<file path="src/rtl/agu_pkg.sv">
// Package with types and constants for the address generation unit.
package agu_pkg;

  localparam int ADDR_W = 32;
  localparam int PORT_W = 16;
  localparam int GPR_N = 8;

  // General register numbers; stack pointer and frame pointer matter to segment choice.
  localparam logic [2:0] GPR_STACK_POINTER = 3'h4;
  localparam logic [2:0] GPR_FRAME_POINTER = 3'h5;
  localparam logic [2:0] GPR_DEST_INDEX = 3'h7;

  // Base plus index costs data references one extra clock; all other modes and reference kinds none.
  localparam int BASE_INDEX_EXTRA_CLKS = 1;

  // Reset values of the hold counter and the check registers.
  localparam logic [31:0] RST_ADDR = 32'h0000_0000;
  localparam logic [1:0] RST_CNT = 2'h0;

  typedef enum logic [2:0] {
    AGU_SEG_EXTRA,
    AGU_SEG_CODE,
    AGU_SEG_STACK,
    AGU_SEG_DATA,
    AGU_SEG_EXTRA_F,
    AGU_SEG_EXTRA_G
  } agu_seg_t;

  // Kind of reference being made.
  typedef enum logic [2:0] {
    AGU_REF_CODE_FETCH,
    AGU_REF_STACK_PUSH,
    AGU_REF_STACK_POP,
    AGU_REF_STRING_DEST,
    AGU_REF_DATA,
    AGU_REF_IO
  } agu_ref_t;

  // Operand modes: register, immediate, and nine memory modes.
  typedef enum logic [3:0] {
    AGU_MODE_REGISTER,
    AGU_MODE_IMMEDIATE,
    AGU_MODE_DIRECT,
    AGU_MODE_REG_INDIRECT,
    AGU_MODE_BASED,
    AGU_MODE_INDEX,
    AGU_MODE_SCALED_INDEX,
    AGU_MODE_BASED_INDEX,
    AGU_MODE_BASED_SCALED_INDEX,
    AGU_MODE_BASED_INDEX_DISP,
    AGU_MODE_BASED_SCALED_INDEX_DISP
  } agu_mode_t;

  typedef enum logic [1:0] {
    AGU_IO_IMM8,
    AGU_IO_PORT_REG
  } agu_io_src_t;

  // One request from the decoder.
  typedef struct packed {
    agu_ref_t    ref_kind;
    agu_mode_t   mode;
    logic        override_valid;
    agu_seg_t    override_seg;
    logic [2:0]  base_sel;
    logic [2:0]  index_sel;
    logic [1:0]  scale_log2;
    logic        disp_is_8;
    logic [31:0] disp;
    logic [31:0] immediate;
    logic [2:0]  reg_sel;
    logic [1:0]  reg_width;
    agu_io_src_t io_src;
    logic [7:0]  io_imm8;
  } agu_req_t;

  // One answer to the segmentation and bus logic.
  typedef struct packed {
    agu_seg_t    seg;
    logic [31:0] effective_addr;
    logic [31:0] linear_addr;
    logic [31:0] operand;
    logic        operand_valid;
    logic        mem_not_io;
  } agu_resp_t;

endpackage

</file>
<file path="src/rtl/agu_seg_select.sv">
// Segment register selection for one memory reference.
`timescale 1ns/100ps
module agu_seg_select (
  input  wire agu_pkg::agu_ref_t ref_kind_in,
  input  wire logic              override_valid_in,
  input  wire agu_pkg::agu_seg_t override_seg_in,
  input  wire logic [2:0]        base_sel_in,
  input  wire logic              base_used_in,
  output agu_pkg::agu_seg_t      seg_out
);

  always_comb begin
    seg_out = agu_pkg::AGU_SEG_DATA;
    unique case (ref_kind_in)
      agu_pkg::AGU_REF_CODE_FETCH: begin
        seg_out = agu_pkg::AGU_SEG_CODE;
      end
      agu_pkg::AGU_REF_STACK_PUSH: begin
        seg_out = agu_pkg::AGU_SEG_STACK;
      end
      agu_pkg::AGU_REF_STACK_POP: begin
        seg_out = agu_pkg::AGU_SEG_STACK;
      end
      agu_pkg::AGU_REF_STRING_DEST: begin
        seg_out = agu_pkg::AGU_SEG_EXTRA;
      end
      agu_pkg::AGU_REF_IO: begin
        seg_out = agu_pkg::AGU_SEG_DATA;
      end
      agu_pkg::AGU_REF_DATA: begin
        if (override_valid_in) begin
          seg_out = override_seg_in;
        end else if (base_used_in && (base_sel_in == agu_pkg::GPR_STACK_POINTER ||
                                      base_sel_in == agu_pkg::GPR_FRAME_POINTER)) begin
          seg_out = agu_pkg::AGU_SEG_STACK;
        end else begin
          seg_out = agu_pkg::AGU_SEG_DATA;
        end
      end
      default: begin
        seg_out = agu_pkg::AGU_SEG_DATA;
      end
    endcase
  end

endmodule

</file>
<file path="src/rtl/agu_top.sv">
// Address generation unit: segment choice, effective, linear and port addresses.
`timescale 1ns/100ps
// What this block does
// - Instruction fetches always use the code segment; overrides ignored.
// - Push, call, interrupt stack writes use the stack segment, never overridden.
// - Pop, return, interrupt-return stack reads use the stack segment, never overridden.
// - String store and move destinations use extra segment with destination index base.
// - Other data references default to data segment, or stack segment when based on stack or frame pointer; any override may replace it.
// - An override prefix replaces the implied segment of data references; only way to reach extra segments F and G.
// - Segments from one byte to four gigabytes are supported without limit checks.
// - Segment bases may overlap freely, including all at zero.
// - Port space is 64 kilobytes, used as 8, 16 or 32 bit ports.
// - Port addresses bypass segment and page translation.
// - Port address comes from an 8-bit immediate or the port address register.
// - Narrow port addresses are zero extended on upper address lines.
// - Memory-versus-port select is driven low during port operations.
// - Eleven operand modes: register, immediate and nine memory modes.
// - Register mode takes a general register; immediate mode takes the encoding.
// - Linear address is segment base plus effective address.
// - Effective address is base plus scaled index plus displacement, parts optional.
// - Displacement is 8 or 32 bits; the 8-bit form is sign extended.
// - Any register may be base; any except stack pointer may be index.
// - Index is scaled by 1, 2, 4 or 8 through a left shift.
// - Address is free except base plus index on data references, which takes one extra clock.
module agu_top #(
  parameter int ADDR_W = agu_pkg::ADDR_W,
  parameter int GPR_N  = agu_pkg::GPR_N
) (
  input  wire logic                  clk_in,
  input  wire logic                  sys_rst_in,
  input  wire logic                  req_valid_in,
  input  wire agu_pkg::agu_req_t     req_in,
  input  wire logic [GPR_N*32-1:0]   gpr_file_in,
  input  wire logic [15:0]           port_address_reg_in,
  input  wire logic [31:0]           code_seg_base_in,
  input  wire logic [31:0]           stack_seg_base_in,
  input  wire logic [31:0]           data_seg_reg_base_in,
  input  wire logic [31:0]           extra_seg_reg_base_in,
  input  wire logic [31:0]           extra_seg_reg_f_base_in,
  input  wire logic [31:0]           extra_seg_reg_g_base_in,
  output logic                       req_ready_out,
  output logic                       resp_valid_out,
  output agu_pkg::agu_resp_t         resp_out,
  output logic                       index_fault_out
);

  if (ADDR_W != 32 || GPR_N != 8) begin : g_bad_params
    $error("agu_top supports only a 32-bit address and eight general registers.");
  end

  // Combinational decode of the incoming request.
  logic [31:0]       base_val;
  logic [31:0]       index_val;
  logic [31:0]       scaled_index;
  logic [31:0]       disp_val;
  logic [31:0]       next_ea;
  logic [31:0]       seg_base;
  logic [31:0]       next_linear;
  logic [31:0]       reg_operand;
  logic [31:0]       io_addr;
  logic              use_base;
  logic              use_index;
  logic              use_disp;
  logic              use_scale;
  logic              two_cycle;
  logic              bad_index;
  agu_pkg::agu_seg_t seg_sel;
  logic [2:0]        base_pick;

  // Holding stage for the extra clock of base plus index modes.
  logic              hold_busy;
  logic [1:0]        hold_cnt;
  logic              hold_fault;
  agu_pkg::agu_resp_t hold_resp;

  always_comb begin
    use_base  = 1'b0;
    use_index = 1'b0;
    use_disp  = 1'b0;
    use_scale = 1'b0;
    unique case (req_in.mode)
      agu_pkg::AGU_MODE_REGISTER, agu_pkg::AGU_MODE_IMMEDIATE: begin
        use_disp = 1'b0;
      end
      agu_pkg::AGU_MODE_DIRECT: begin
        use_disp = 1'b1;
      end
      agu_pkg::AGU_MODE_REG_INDIRECT: begin
        use_base = 1'b1;
      end
      agu_pkg::AGU_MODE_BASED: begin
        use_base = 1'b1;
        use_disp = 1'b1;
      end
      agu_pkg::AGU_MODE_INDEX: begin
        use_index = 1'b1;
        use_disp  = 1'b1;
      end
      agu_pkg::AGU_MODE_SCALED_INDEX: begin
        use_index = 1'b1;
        use_disp  = 1'b1;
        use_scale = 1'b1;
      end
      agu_pkg::AGU_MODE_BASED_INDEX: begin
        use_base  = 1'b1;
        use_index = 1'b1;
      end
      agu_pkg::AGU_MODE_BASED_SCALED_INDEX: begin
        use_base  = 1'b1;
        use_index = 1'b1;
        use_scale = 1'b1;
      end
      agu_pkg::AGU_MODE_BASED_INDEX_DISP: begin
        use_base  = 1'b1;
        use_index = 1'b1;
        use_disp  = 1'b1;
      end
      agu_pkg::AGU_MODE_BASED_SCALED_INDEX_DISP: begin
        use_base  = 1'b1;
        use_index = 1'b1;
        use_disp  = 1'b1;
        use_scale = 1'b1;
      end
      default: begin
        use_disp = 1'b0;
      end
    endcase
  end

  // String destinations are forced onto the destination index as base.
  assign base_pick = (req_in.ref_kind == agu_pkg::AGU_REF_STRING_DEST) ?
                     agu_pkg::GPR_DEST_INDEX : req_in.base_sel;

  // Any register may serve as base; the stack pointer is refused as index.
  assign base_val  = use_base ? gpr_file_in[base_pick*32 +: 32] : 32'h0000_0000;
  assign bad_index = use_index && (req_in.index_sel == agu_pkg::GPR_STACK_POINTER);
  assign index_val = (use_index && !bad_index) ?
                     gpr_file_in[req_in.index_sel*32 +: 32] : 32'h0000_0000;

  // Scale by a shift of zero to three bits, only in the scaled modes.
  assign scaled_index = use_scale ? (index_val << req_in.scale_log2) : index_val;

  // Sign extension of the short displacement.
  assign disp_val = !use_disp ? 32'h0000_0000 :
                    req_in.disp_is_8 ? {{24{req_in.disp[7]}}, req_in.disp[7:0]} :
                    req_in.disp;

  // Sums wrap at 32 bits; carries are dropped.
  assign next_ea = 32'(base_val + scaled_index + disp_val);

  agu_seg_select u_seg_select (
    .ref_kind_in       (req_in.ref_kind),
    .override_valid_in (req_in.override_valid),
    .override_seg_in   (req_in.override_seg),
    .base_sel_in       (base_pick),
    .base_used_in      (use_base),
    .seg_out           (seg_sel)
  );

  // Base of the chosen segment.
  always_comb begin
    seg_base = data_seg_reg_base_in;
    unique case (seg_sel)
      agu_pkg::AGU_SEG_CODE:    seg_base = code_seg_base_in;
      agu_pkg::AGU_SEG_STACK:   seg_base = stack_seg_base_in;
      agu_pkg::AGU_SEG_DATA:    seg_base = data_seg_reg_base_in;
      agu_pkg::AGU_SEG_EXTRA:   seg_base = extra_seg_reg_base_in;
      agu_pkg::AGU_SEG_EXTRA_F: seg_base = extra_seg_reg_f_base_in;
      agu_pkg::AGU_SEG_EXTRA_G: seg_base = extra_seg_reg_g_base_in;
      default:                  seg_base = data_seg_reg_base_in;
    endcase
  end

  // No limit or overlap check: every base and every offset is accepted.
  assign next_linear = 32'(seg_base + next_ea);

  // Port address, zero extended, never translated.
  assign io_addr = (req_in.io_src == agu_pkg::AGU_IO_IMM8) ?
                   {24'h00_0000, req_in.io_imm8} :
                   {16'h0000, port_address_reg_in};

  // Register operand by width: byte, word or dword.
  always_comb begin
    reg_operand = gpr_file_in[req_in.reg_sel*32 +: 32];
    unique case (req_in.reg_width)
      2'h0:    reg_operand = {24'h00_0000, reg_operand[7:0]};
      2'h1:    reg_operand = {16'h0000, reg_operand[15:0]};
      default: reg_operand = reg_operand;
    endcase
  end

  // Only data references pay the extra clock of base plus index.
  assign two_cycle = use_base && use_index && (req_in.ref_kind == agu_pkg::AGU_REF_DATA);

  // Answer assembled from the request standing at the inputs.
  function automatic agu_pkg::agu_resp_t build_resp();
    agu_pkg::agu_resp_t r;
    r = '0;
    r.seg           = seg_sel;
    r.mem_not_io    = 1'b1;
    r.effective_addr = next_ea;
    r.linear_addr   = next_linear;
    if (req_in.ref_kind == agu_pkg::AGU_REF_IO) begin
      r.effective_addr = io_addr;
      r.linear_addr    = io_addr;
      r.mem_not_io     = 1'b0;
    end else if (req_in.mode == agu_pkg::AGU_MODE_REGISTER) begin
      r.operand       = reg_operand;
      r.operand_valid = 1'b1;
    end else if (req_in.mode == agu_pkg::AGU_MODE_IMMEDIATE) begin
      r.operand       = req_in.immediate;
      r.operand_valid = 1'b1;
    end
    return r;
  endfunction

  // Ready drops while a base plus index request spends its extra clock.
  always_ff @(posedge clk_in) begin
    if (sys_rst_in) begin
      hold_busy <= 1'b0;
      hold_cnt  <= agu_pkg::RST_CNT;
      hold_resp <= '0;
      hold_fault <= 1'b0;
    end else if (hold_busy) begin
      if (hold_cnt == 2'(agu_pkg::BASE_INDEX_EXTRA_CLKS)) begin
        hold_busy <= 1'b0;
        hold_cnt  <= agu_pkg::RST_CNT;
      end else begin
        hold_cnt <= 2'(hold_cnt + 2'h1);
      end
    end else if (req_valid_in && two_cycle) begin
      hold_busy <= 1'b1;
      hold_cnt  <= 2'h1;
      hold_resp <= build_resp();
      hold_fault <= bad_index;
    end
  end

  always_ff @(posedge clk_in) begin
    if (sys_rst_in) begin
      req_ready_out <= 1'b1;
    end else begin
      req_ready_out <= !(req_valid_in && req_ready_out && two_cycle) && !(hold_busy &&
                       hold_cnt != 2'(agu_pkg::BASE_INDEX_EXTRA_CLKS));
    end
  end

  // The fault pulse rides with its own answer, held ones included.
  always_ff @(posedge clk_in) begin
    if (sys_rst_in) begin
      resp_valid_out  <= 1'b0;
      resp_out        <= '0;
      index_fault_out <= 1'b0;
    end else if (hold_busy && hold_cnt == 2'(agu_pkg::BASE_INDEX_EXTRA_CLKS)) begin
      resp_valid_out  <= 1'b1;
      resp_out        <= hold_resp;
      index_fault_out <= hold_fault;
    end else if (req_valid_in && req_ready_out && !two_cycle) begin
      resp_valid_out  <= 1'b1;
      resp_out        <= build_resp();
      index_fault_out <= bad_index;
    end else begin
      resp_valid_out  <= 1'b0;
      index_fault_out <= 1'b0;
    end
  end

  // Checks.
  logic        past_valid;
  logic        was_io;
  logic [31:0] past_io_addr;
  logic        was_bad;
  logic [31:0] past_seg_base;

  always_ff @(posedge clk_in) begin
    if (sys_rst_in) begin
      past_valid   <= 1'b0;
      was_io       <= 1'b0;
      past_io_addr <= agu_pkg::RST_ADDR;
      was_bad      <= 1'b0;
      past_seg_base <= agu_pkg::RST_ADDR;
    end else begin
      past_valid   <= req_valid_in && req_ready_out && !two_cycle;
      was_io       <= req_in.ref_kind == agu_pkg::AGU_REF_IO;
      past_io_addr <= io_addr;
      was_bad      <= bad_index;
      past_seg_base <= seg_base;
    end
  end

  a_code_fetch_seg: assert property (@(posedge clk_in) disable iff (sys_rst_in)
    req_in.ref_kind == agu_pkg::AGU_REF_CODE_FETCH |-> seg_sel == agu_pkg::AGU_SEG_CODE)
    else $error("Code fetch did not use the code segment.");
  a_push_seg: assert property (@(posedge clk_in) disable iff (sys_rst_in)
    req_in.ref_kind == agu_pkg::AGU_REF_STACK_PUSH |-> seg_sel == agu_pkg::AGU_SEG_STACK)
    else $error("Stack write did not use the stack segment.");
  a_pop_seg: assert property (@(posedge clk_in) disable iff (sys_rst_in)
    req_in.ref_kind == agu_pkg::AGU_REF_STACK_POP |-> seg_sel == agu_pkg::AGU_SEG_STACK)
    else $error("Stack read did not use the stack segment.");
  a_string_dest_seg: assert property (@(posedge clk_in) disable iff (sys_rst_in)
    req_in.ref_kind == agu_pkg::AGU_REF_STRING_DEST |-> seg_sel == agu_pkg::AGU_SEG_EXTRA)
    else $error("String destination did not use the extra segment.");
  a_data_override: assert property (@(posedge clk_in) disable iff (sys_rst_in)
    req_in.ref_kind == agu_pkg::AGU_REF_DATA && req_in.override_valid
      |-> seg_sel == req_in.override_seg)
    else $error("Override prefix was not applied.");
  a_io_mem_sel: assert property (@(posedge clk_in) disable iff (sys_rst_in)
    past_valid && was_io |-> !resp_out.mem_not_io && resp_valid_out)
    else $error("Port access did not drive the memory select low.");
  a_io_zero_ext: assert property (@(posedge clk_in) disable iff (sys_rst_in)
    past_valid && was_io |-> resp_out.linear_addr == past_io_addr &&
      resp_out.linear_addr[31:16] == 16'h0000)
    else $error("Port address not zero extended.");
  a_linear_sum: assert property (@(posedge clk_in) disable iff (sys_rst_in)
    past_valid && !was_io
      |-> resp_out.linear_addr == 32'(past_seg_base + resp_out.effective_addr))
    else $error("Linear address is not base plus offset.");
  a_extra_clock: assert property (@(posedge clk_in) disable iff (sys_rst_in)
    req_valid_in && req_ready_out && two_cycle |=> !resp_valid_out ##1 resp_valid_out)
    else $error("Base plus index did not take exactly one extra clock.");
  a_no_stack_index: assert property (@(posedge clk_in) disable iff (sys_rst_in)
    past_valid && was_bad |-> index_fault_out)
    else $error("Stack pointer as index was not flagged.");
  a_fault_pulse: assert property (@(posedge clk_in) disable iff (sys_rst_in)
    index_fault_out |-> resp_valid_out)
    else $error("Index fault appeared without an answer.");
  a_single_latency: assert property (@(posedge clk_in) disable iff (sys_rst_in)
    past_valid |-> resp_valid_out)
    else $error("Single clock request was not answered on the next clock.");
  a_refuse_busy: assert property (@(posedge clk_in) disable iff (sys_rst_in)
    req_valid_in && req_ready_out && two_cycle |=> !req_ready_out ##1 req_ready_out)
    else $error("Ready did not drop for exactly the extra clock.");
  a_io_untranslated: assert property (@(posedge clk_in) disable iff (sys_rst_in)
    past_valid && was_io |-> resp_out.effective_addr == resp_out.linear_addr)
    else $error("Port address passed through translation.");

  c_io_access: cover property (@(posedge clk_in) past_valid && was_io);
  c_two_cycle: cover property (@(posedge clk_in) req_valid_in && req_ready_out && two_cycle);
  c_override: cover property (@(posedge clk_in) req_valid_in && req_in.override_valid);
  c_wrap: cover property (@(posedge clk_in) req_valid_in && next_linear < seg_base);
  c_index_fault: cover property (@(posedge clk_in) index_fault_out);

endmodule

</file>
<file path="config.mk">
export PLATFORM = sky130hd
export DESIGN_NAME = agu_top
export DESIGN_NICKNAME = d
export VERILOG_FILES = /design/src/rtl/agu_pkg.sv /design/src/rtl/agu_seg_select.sv /design/src/rtl/agu_top.sv
export SDC_FILE = /design/constraint.sdc
export NUM_CORES = 1
export LEC_CHECK = 0
export ABC_CLOCK_PERIOD_IN_PS = 10200
export BUFFER_PORTS_ARGS = -buffer_cell sky130_fd_sc_hd__buf_2
export CAP_MARGIN = 40
export CORE_AREA = 2 2 258 260
export DETAILED_ROUTE_END_ITERATION = 7
export DIE_AREA = 0 0 260 262
export SLEW_MARGIN = 20
export SYNTH_ARGS = -nofsm -noshare
export SYNTH_HDL_FRONTEND = slang
export SYNTH_HIERARCHICAL = 1
export SYNTH_SLANG_ARGS = --single-unit
</file>
<file path="constraint.sdc">
create_clock -name clk_in -period 10.2 [get_ports clk_in]
set_input_delay 2.04 -clock clk_in [delete_from_list [all_inputs] [get_ports clk_in]]
set_output_delay 2.04 -clock clk_in [all_outputs]
set_load 0.02 [all_outputs]
</file>
==> impl_metrics.py, run 1 <==
metrics = {
    "status": {
        "status": "finished clean",
    },
    "placed_design": {
        "placedCellCount": 4075,
        "place_area_sq_um": 25610,
        "gp_congestion": 1.064,
        "dp_hpwl_mm": 83.69,
        "portBuffers": 669,
    },
    "clock_network": {
        "cts_resized": 0,
        "cts_buffers": 21,
        "insertion_delay_ns": 0.53,
        "cts_tree": "built",
        "cts.clk_slew.worst_paths_ns": 0.07,
        "postCtsSetupRepairBufs": 0,
        "clock-root-buffer": "clkbuf_16",
        "htreeDepth": 1,
        "postCtsHoldBufs": 0,
        "cts_sinks": 209,
        "cts_buffer_depth": 3,
    },
    "layout": {
        "final_nets": 3897,
        "final_area_sq_um": 26380,
        "area_growth_pct": 22.99,
        "final_cell_mix": "668 x buf_2, 396 x nand2_1, 209 x dfxtp_1, 207 x nor2_1, 200 x a21oi_1",
        "finalNonFillerCells": 4137,
        "final_common_cell": "buf_2",
        "final_util_pct": 40.41,
        "final_layout_size_suffix_gt1_share_pct": 29.65,
    },
    "global_route": {
        "grt_pass1_wl_mm": 148.3,
        "busiest_layer": "met2",
        "grt_use_met3_pct": 4.697,
        "gr-usage-met2_pct": 50.81,
        "use_met1_pct": 33.94,
        "grt-ovfl-total": 0,
        "antenna_found_initial": 41,
        "globalRouteTotalUtil_pct": 29.03,
        "first_global_vias": 22857,
        "grt_max_degree": 88,
    },
    "critical_path": {
        "crit_type": "in2reg",
        "critPathArrivalTime_ns": 9.25,
        "r2r-end": "resp_out[46]$_SDFFE_PP0P_",
        "crit_start": "req_in[98]",
        "r2r_start": "hold_busy$_SDFF_PP0_",
        "reg2regPathDepth": 6,
        "critPathRequiredTime_ns": 10.58,
        "r2r_setup_slack_ns": 7.98,
        "worstPathMaxFanout": 74,
        "startpoint_type": "input pin",
        "slowest_delay_ns": 0.50,
        "endpoint": "resp_out[64]$_SDFFE_PP0P_",
        "critPathSlowestCell": "nor2_4",
        "worst_setup_path_end_kind": "flip-flop",
    },
    "timing": {
        "maxSlewViolCount": 0,
        "relSlewSlack_pct": 41.47,
        "hold_viol": 0,
        "min_period_over_period_pct": 86.96,
        "max_freq_ghz": 0.1127,
        "period_minus_slack_ns": 8.870,
        "finalSetupViolCount": 0,
        "finClkSkew_ns": 0.02292,
        "rsz0062_at_grt": "no",
        "tightestPinTransition_ns": 0.8716,
        "finalSetupTns_ns": 0,
    },
    "synth": {
        "synthArstFlopShare_pct": 0,
        "synthTopCellsByArea": "dfxtp_1 20%, mux4_2 14%, nand2_1 6.9%",
        "synth_cells": 2726,
        "ys_ff_latch": 209,
        "synth-edff-count": 0,
        "yosys_warnings": 6,
        "synth_top_area_share_pct": 19.51,
        "synth_area_per_cell_sq_um": 7.868,
        "yosysTopAreaCell": "dfxtp_1",
        "synth_fp_nets": 3386,
        "synthFlopType": "dfxtp_1",
        "syn_area_sq_um": 21450,
        "ys_seq_area_share_pct": 19.51,
        "synth.distinct_cells": 72,
    },
    "route": {
        "drtAntennaViolNets": 0,
        "finalWirelength_mm": 104.0,
        "vias_per_cell": 5.826,
        "route.detailed.drc": 0,
        "vias": 24104,
        "wl_per_cell_um": 25.14,
        "drt_iter0_markers": 2240,
        "firstDrtPassIters": 8,
    },
    "power_and_ir_drop": {
        "ir_drop_uv": 115.3,
        "p_leak_nw": 11.75,
        "powerDensity_nw_per_um2": 148.8,
        "totalPowerFinal_mw": 3.925,
    },
    "die": {
        "die_w_um": 260,
        "ios": 670,
        "die_h_um": 262,
        "num_rows": 94,
        "initial_core_util_pct": 32.86,
        "core_sq_um": 65280,
        "dieArea_sq_um": 68120,
    },
    "hold_path": {
        "min_path_type": "reg2reg",
        "hold_depth": 2,
    },
    "run": {
        "maxCapViolCount": 0,
    },
}
-- worst max-delay path: cells and delay by family --
kind                     cells  cell delay [ns]
AO/OA/AOI/OAI               15             3.25
XOR/XNOR                     2             0.67
adder cells (fa/ha/maj)      3             1.06
buffers and inverters        4             0.70
AND/OR/NAND/NOR              5             1.50
-- through the flow --
stage | hold slack [ns] | setup WS (ns)
floorplan | 0.4254 | 1.584
global placement | 0.4373 | 0.9884
detailed placement | 0.4434 | 0.9174
CTS | 0.4531 | 1.449
global route | 0.4660 | 0.6629
finish | 0.4530 | 1.330
-- logic make-up (layout without fill, tap and decap cells) --
logic type	after synthesis	count (layout)	share of synthesized area, %
and+or+nand+nor	989	989	20.93
AOI/OAI and AO/OA	760	760	23.86
buffers and inverters	354	879	6.282
muxes	260	260	20.26
DFF	209	209	19.51
adders and majority gates	94	94	6.638
xor gates and xnor gates	60	60	2.514
other	0	22	0
-- worst min-delay path by stage --
stage	from	endpoint	slack [ns]
after CTS	hold_resp[91]$_SDFFE_PP0P_	hold_resp[91]$_SDFFE_PP0P_	0.45
after global routing	hold_resp[73]$_SDFFE_PP0P_	hold_resp[73]$_SDFFE_PP0P_	0.47
after global placement	hold_resp[63]$_SDFFE_PP0P_	hold_resp[63]$_SDFFE_PP0P_	0.44
after detailed placement	hold_resp[91]$_SDFFE_PP0P_	hold_resp[91]$_SDFFE_PP0P_	0.44
final	hold_resp[91]$_SDFFE_PP0P_	hold_resp[91]$_SDFFE_PP0P_	0.45
after floorplan	hold_resp[51]$_SDFFE_PP0P_	hold_resp[51]$_SDFFE_PP0P_	0.43
-- per-layer routing --
layer,routed length (um),vias up
met2,51080,1292
met1,38970,11449
met3,7998,199
met4,5847,16
met5,96,-
li1,-,11148
-- final cells by class --
cell class / instances / area (sq um)
fill: 6784 / 38890
antenna: 22 / 55.05
clock inverter: 8 / 56.30
multi-input combinational: 2163 / 16000
tap: 864 / 1081
inverter: 109 / 409.1
clock buffer: 29 / 605.6
sequential: 209 / 4184
timing repair buffer: 733 / 3991
-- cells in the mapped netlist (25+ instances only) --
cell and number:
nand2_1 396, nor2_1 214, dfxtp_1 209, a21oi_1 200, clkbuf_1 193, mux4_2 133
nand3_1 125, o21ai_0 119, inv_1 106, a221oi_1 94, mux2i_1 87, and3_1 64
ha_1 61, and2_1 48, a211oi_1 47, a22oi_1 46, nor3_1 41, xnor2_1 41
mux2_2 38, buf_1 37, a31oi_1 36, nor2b_1 35, fa_1 33, o31ai_1 28
a21o_1 27, o21a_1 25
-- sequential cells by signal, summed over array words and instances, names as in the netlist --
register / count
hold_busy: 1
hold_cnt: 2
hold_fault: 1
hold_resp: 101
index_fault_out: 1
req_ready_out: 1
resp_out: 101
resp_valid_out: 1
-- power breakdown --
group | leakage [nW] | internal (mW) | total, mW | switching [mW]
Combinational | 9.73 | 0.833 | 2.24 | 1.40
Clock | 0.324 | 0.419 | 0.768 | 0.350
Sequential | 1.70 | 0.885 | 0.919 | 0.0342
Total | 11.7 | 2.14 | 3.92 | 1.79
Note: power is estimated with default switching activity, not from simulation.
==> run 2, diff against run 1 <==
Settings changed: CORE_AREA 2 2 258 260 to 2 2 264 266, CTS_BUF_LIST from default to sky130_fd_sc_hd__clkbuf_8, DIE_AREA 0 0 260 262 to 0 0 266 268.
==> run 2 against run 1 <==
Register-to-register slack got worse by 0.64 ns. Critical path type unchanged. Cell count rose by 0.75%. Highest routed layer unchanged. Clock power is 5.5% lower. Largest power group unchanged.
==> impl_metrics.py, run 2 (synthesized netlist as in run 1, its figures left out) <==
metrics = {
    "status": {
        "status": "finished clean",
    },
    "critical_path": {
        "worst_setup_path_end_kind": "flip-flop",
        "slowest_delay_ns": 0.56,
        "critPathRequiredTime_ns": 10.60,
        "reg2regPathDepth": 6,
        "worstPathMaxFanout": 24,
        "critPathArrivalTime_ns": 9.54,
        "crit_type": "in2reg",
        "startpoint_type": "input pin",
        "critPathSlowestCell": "nor2_4",
        "r2r_setup_slack_ns": 7.34,
        "path_common_cell": "o21ai_0",
    },
    "layout": {
        "final_nets": 3906,
        "nFillCells": 7127,
        "reg_top3": "hold_resp: 101 flops, resp_out: 101 flops, hold_cnt: 2 flops",
        "multi_input_area_sq_um": 16000,
        "final_common_cell": "buf_2",
        "seqCellArea_sq_um": 4184,
        "final_layout_size_suffix_gt1_share_pct": 29.87,
        "area_growth_pct": 22.86,
        "final_cell_mix": "667 x buf_2, 396 x nand2_1, 209 x dfxtp_1, 207 x nor2_1, 200 x a21oi_1",
    },
    "placed_design": {
        "dp_worst_setup_slack_ns": 0.7309,
        "dp_hpwl_mm": 84.82,
        "portBuffers": 669,
        "gp_congestion": 0.9782,
    },
    "route": {
        "wl_per_cell_um": 25.41,
        "firstDrtPassIters": 6,
        "route.detailed.drc": 0,
        "drt_iter0_markers": 2383,
        "vias": 24345,
        "vias_per_cell": 5.841,
        "drtAntennaViolNets": 0,
        "finalWirelength_mm": 105.9,
    },
    "run": {
        "maxCapViolCount": 0,
    },
    "global_route": {
        "globalRouteTotalUtil_pct": 28.26,
        "antenna_found_initial": 35,
        "grt_max_degree": 84,
        "first_global_vias": 23288,
        "grt-ovfl-total": 0,
        "grt_pass1_wl_mm": 151.0,
    },
    "timing": {
        "hold_viol": 0,
        "max_freq_ghz": 0.1094,
        "setup_ws_ns": 1.061,
        "rsz0062_at_grt": "no",
        "tightestPinTransition_ns": 0.9129,
        "period_minus_slack_ns": 9.139,
        "min_period_over_period_pct": 89.60,
        "maxSlewViolCount": 0,
        "finClkSkew_ns": 0.02610,
        "relSlewSlack_pct": 38.70,
        "finalSetupViolCount": 0,
        "finalSetupTns_ns": 0,
    },
    "clock_network": {
        "cts_buffer_depth": 3,
        "postCtsSetupRepairBufs": 0,
        "htreeDepth": 2,
        "cts_tree": "built",
        "cts_resized": 0,
        "cts.clk_slew.worst_paths_ns": 0.06,
        "clock-root-buffer": "clkbuf_8",
        "insertion_delay_ns": 0.54,
        "postCtsHoldBufs": 0,
        "cts_buffers": 34,
        "cts_sinks": 209,
    },
    "hold_path": {
        "min_path_type": "reg2reg",
        "hold_depth": 2,
    },
    "power_and_ir_drop": {
        "totalPowerFinal_mw": 3.886,
        "powerDensity_nw_per_um2": 147.5,
        "p_leak_nw": 11.77,
        "ir_drop_uv": 76.51,
    },
    "die": {
        "die_h_um": 268,
        "core_sq_um": 68230,
        "dieArea_sq_um": 71290,
        "num_rows": 96,
        "die_w_um": 266,
        "ios": 670,
        "initial_core_util_pct": 31.44,
    },
}
-- run 2: where the power goes --
part           switching [mW]  internal, mW  total [mW]
sequential             0.0360         0.885       0.921
clock                   0.353         0.373       0.726
combinational            1.41         0.832        2.24
total                    1.80          2.09        3.89
-- run 2: worst paths after layout --
| path | start | end |
|---|---|---|
| worst max-delay path | req_in[98] | hold_resp[64]$_SDFFE_PP0P_ |
| worst min-delay path | hold_resp[87]$_SDFFE_PP0P_ | hold_resp[87]$_SDFFE_PP0P_ |
| worst min register to register | hold_resp[87]$_SDFFE_PP0P_ | hold_resp[87]$_SDFFE_PP0P_ |
| worst max register to register | hold_busy$_SDFF_PP0_ | resp_out[92]$_SDFFE_PP0P_ |
-- run 2: stage by stage --
step	std cells	hold slack, ns	instance area (sq um)	util (%)
2_1_floorplan	2726	0.4254	21450	-
3_3_place_gp	4079	0.4376	25460	37.31
3_5_place_dp	4089	0.4435	25590	37.51
4_1_cts	4146	0.4529	26240	38.46
5_1_grt	4164	0.4692	26340	38.61
6_report	4168	0.4531	26350	38.63
-- run 2: layout make-up --
class,count,area share [%]
well taps,882,4.188
clock inverters,15,0.2754
repair buffers,729,15.01
clock buffers,42,2.194
inverters,109,1.553
diodes,19,0.1804
flip-flops and latches,209,15.88
multi-input cells,2163,60.73
-- run 2: routing by layer --
| metal | up-vias | global-route usage, % | share of wire (%) |
|---|---|---|---|
| met5 | - | 0 | 0.085 |
| met3 | 207 | 4.838 | 8.3 |
| met1 | 11515 | 33.22 | 37 |
| li1 | 11170 | - | - |
| met4 | 16 | 13.03 | 5.2 |
| met2 | 1437 | 50.19 | 49 |
-- run 2: critical path, delay by kind of cell --
| family | cells | cell delay [ns] |
|---|---|---|
| buf+inv | 5 | 1.04 |
| xor+xnor | 2 | 0.71 |
| simple gates | 6 | 1.49 |
| fa+ha+maj | 3 | 1.26 |
| compound gates | 15 | 2.95 |
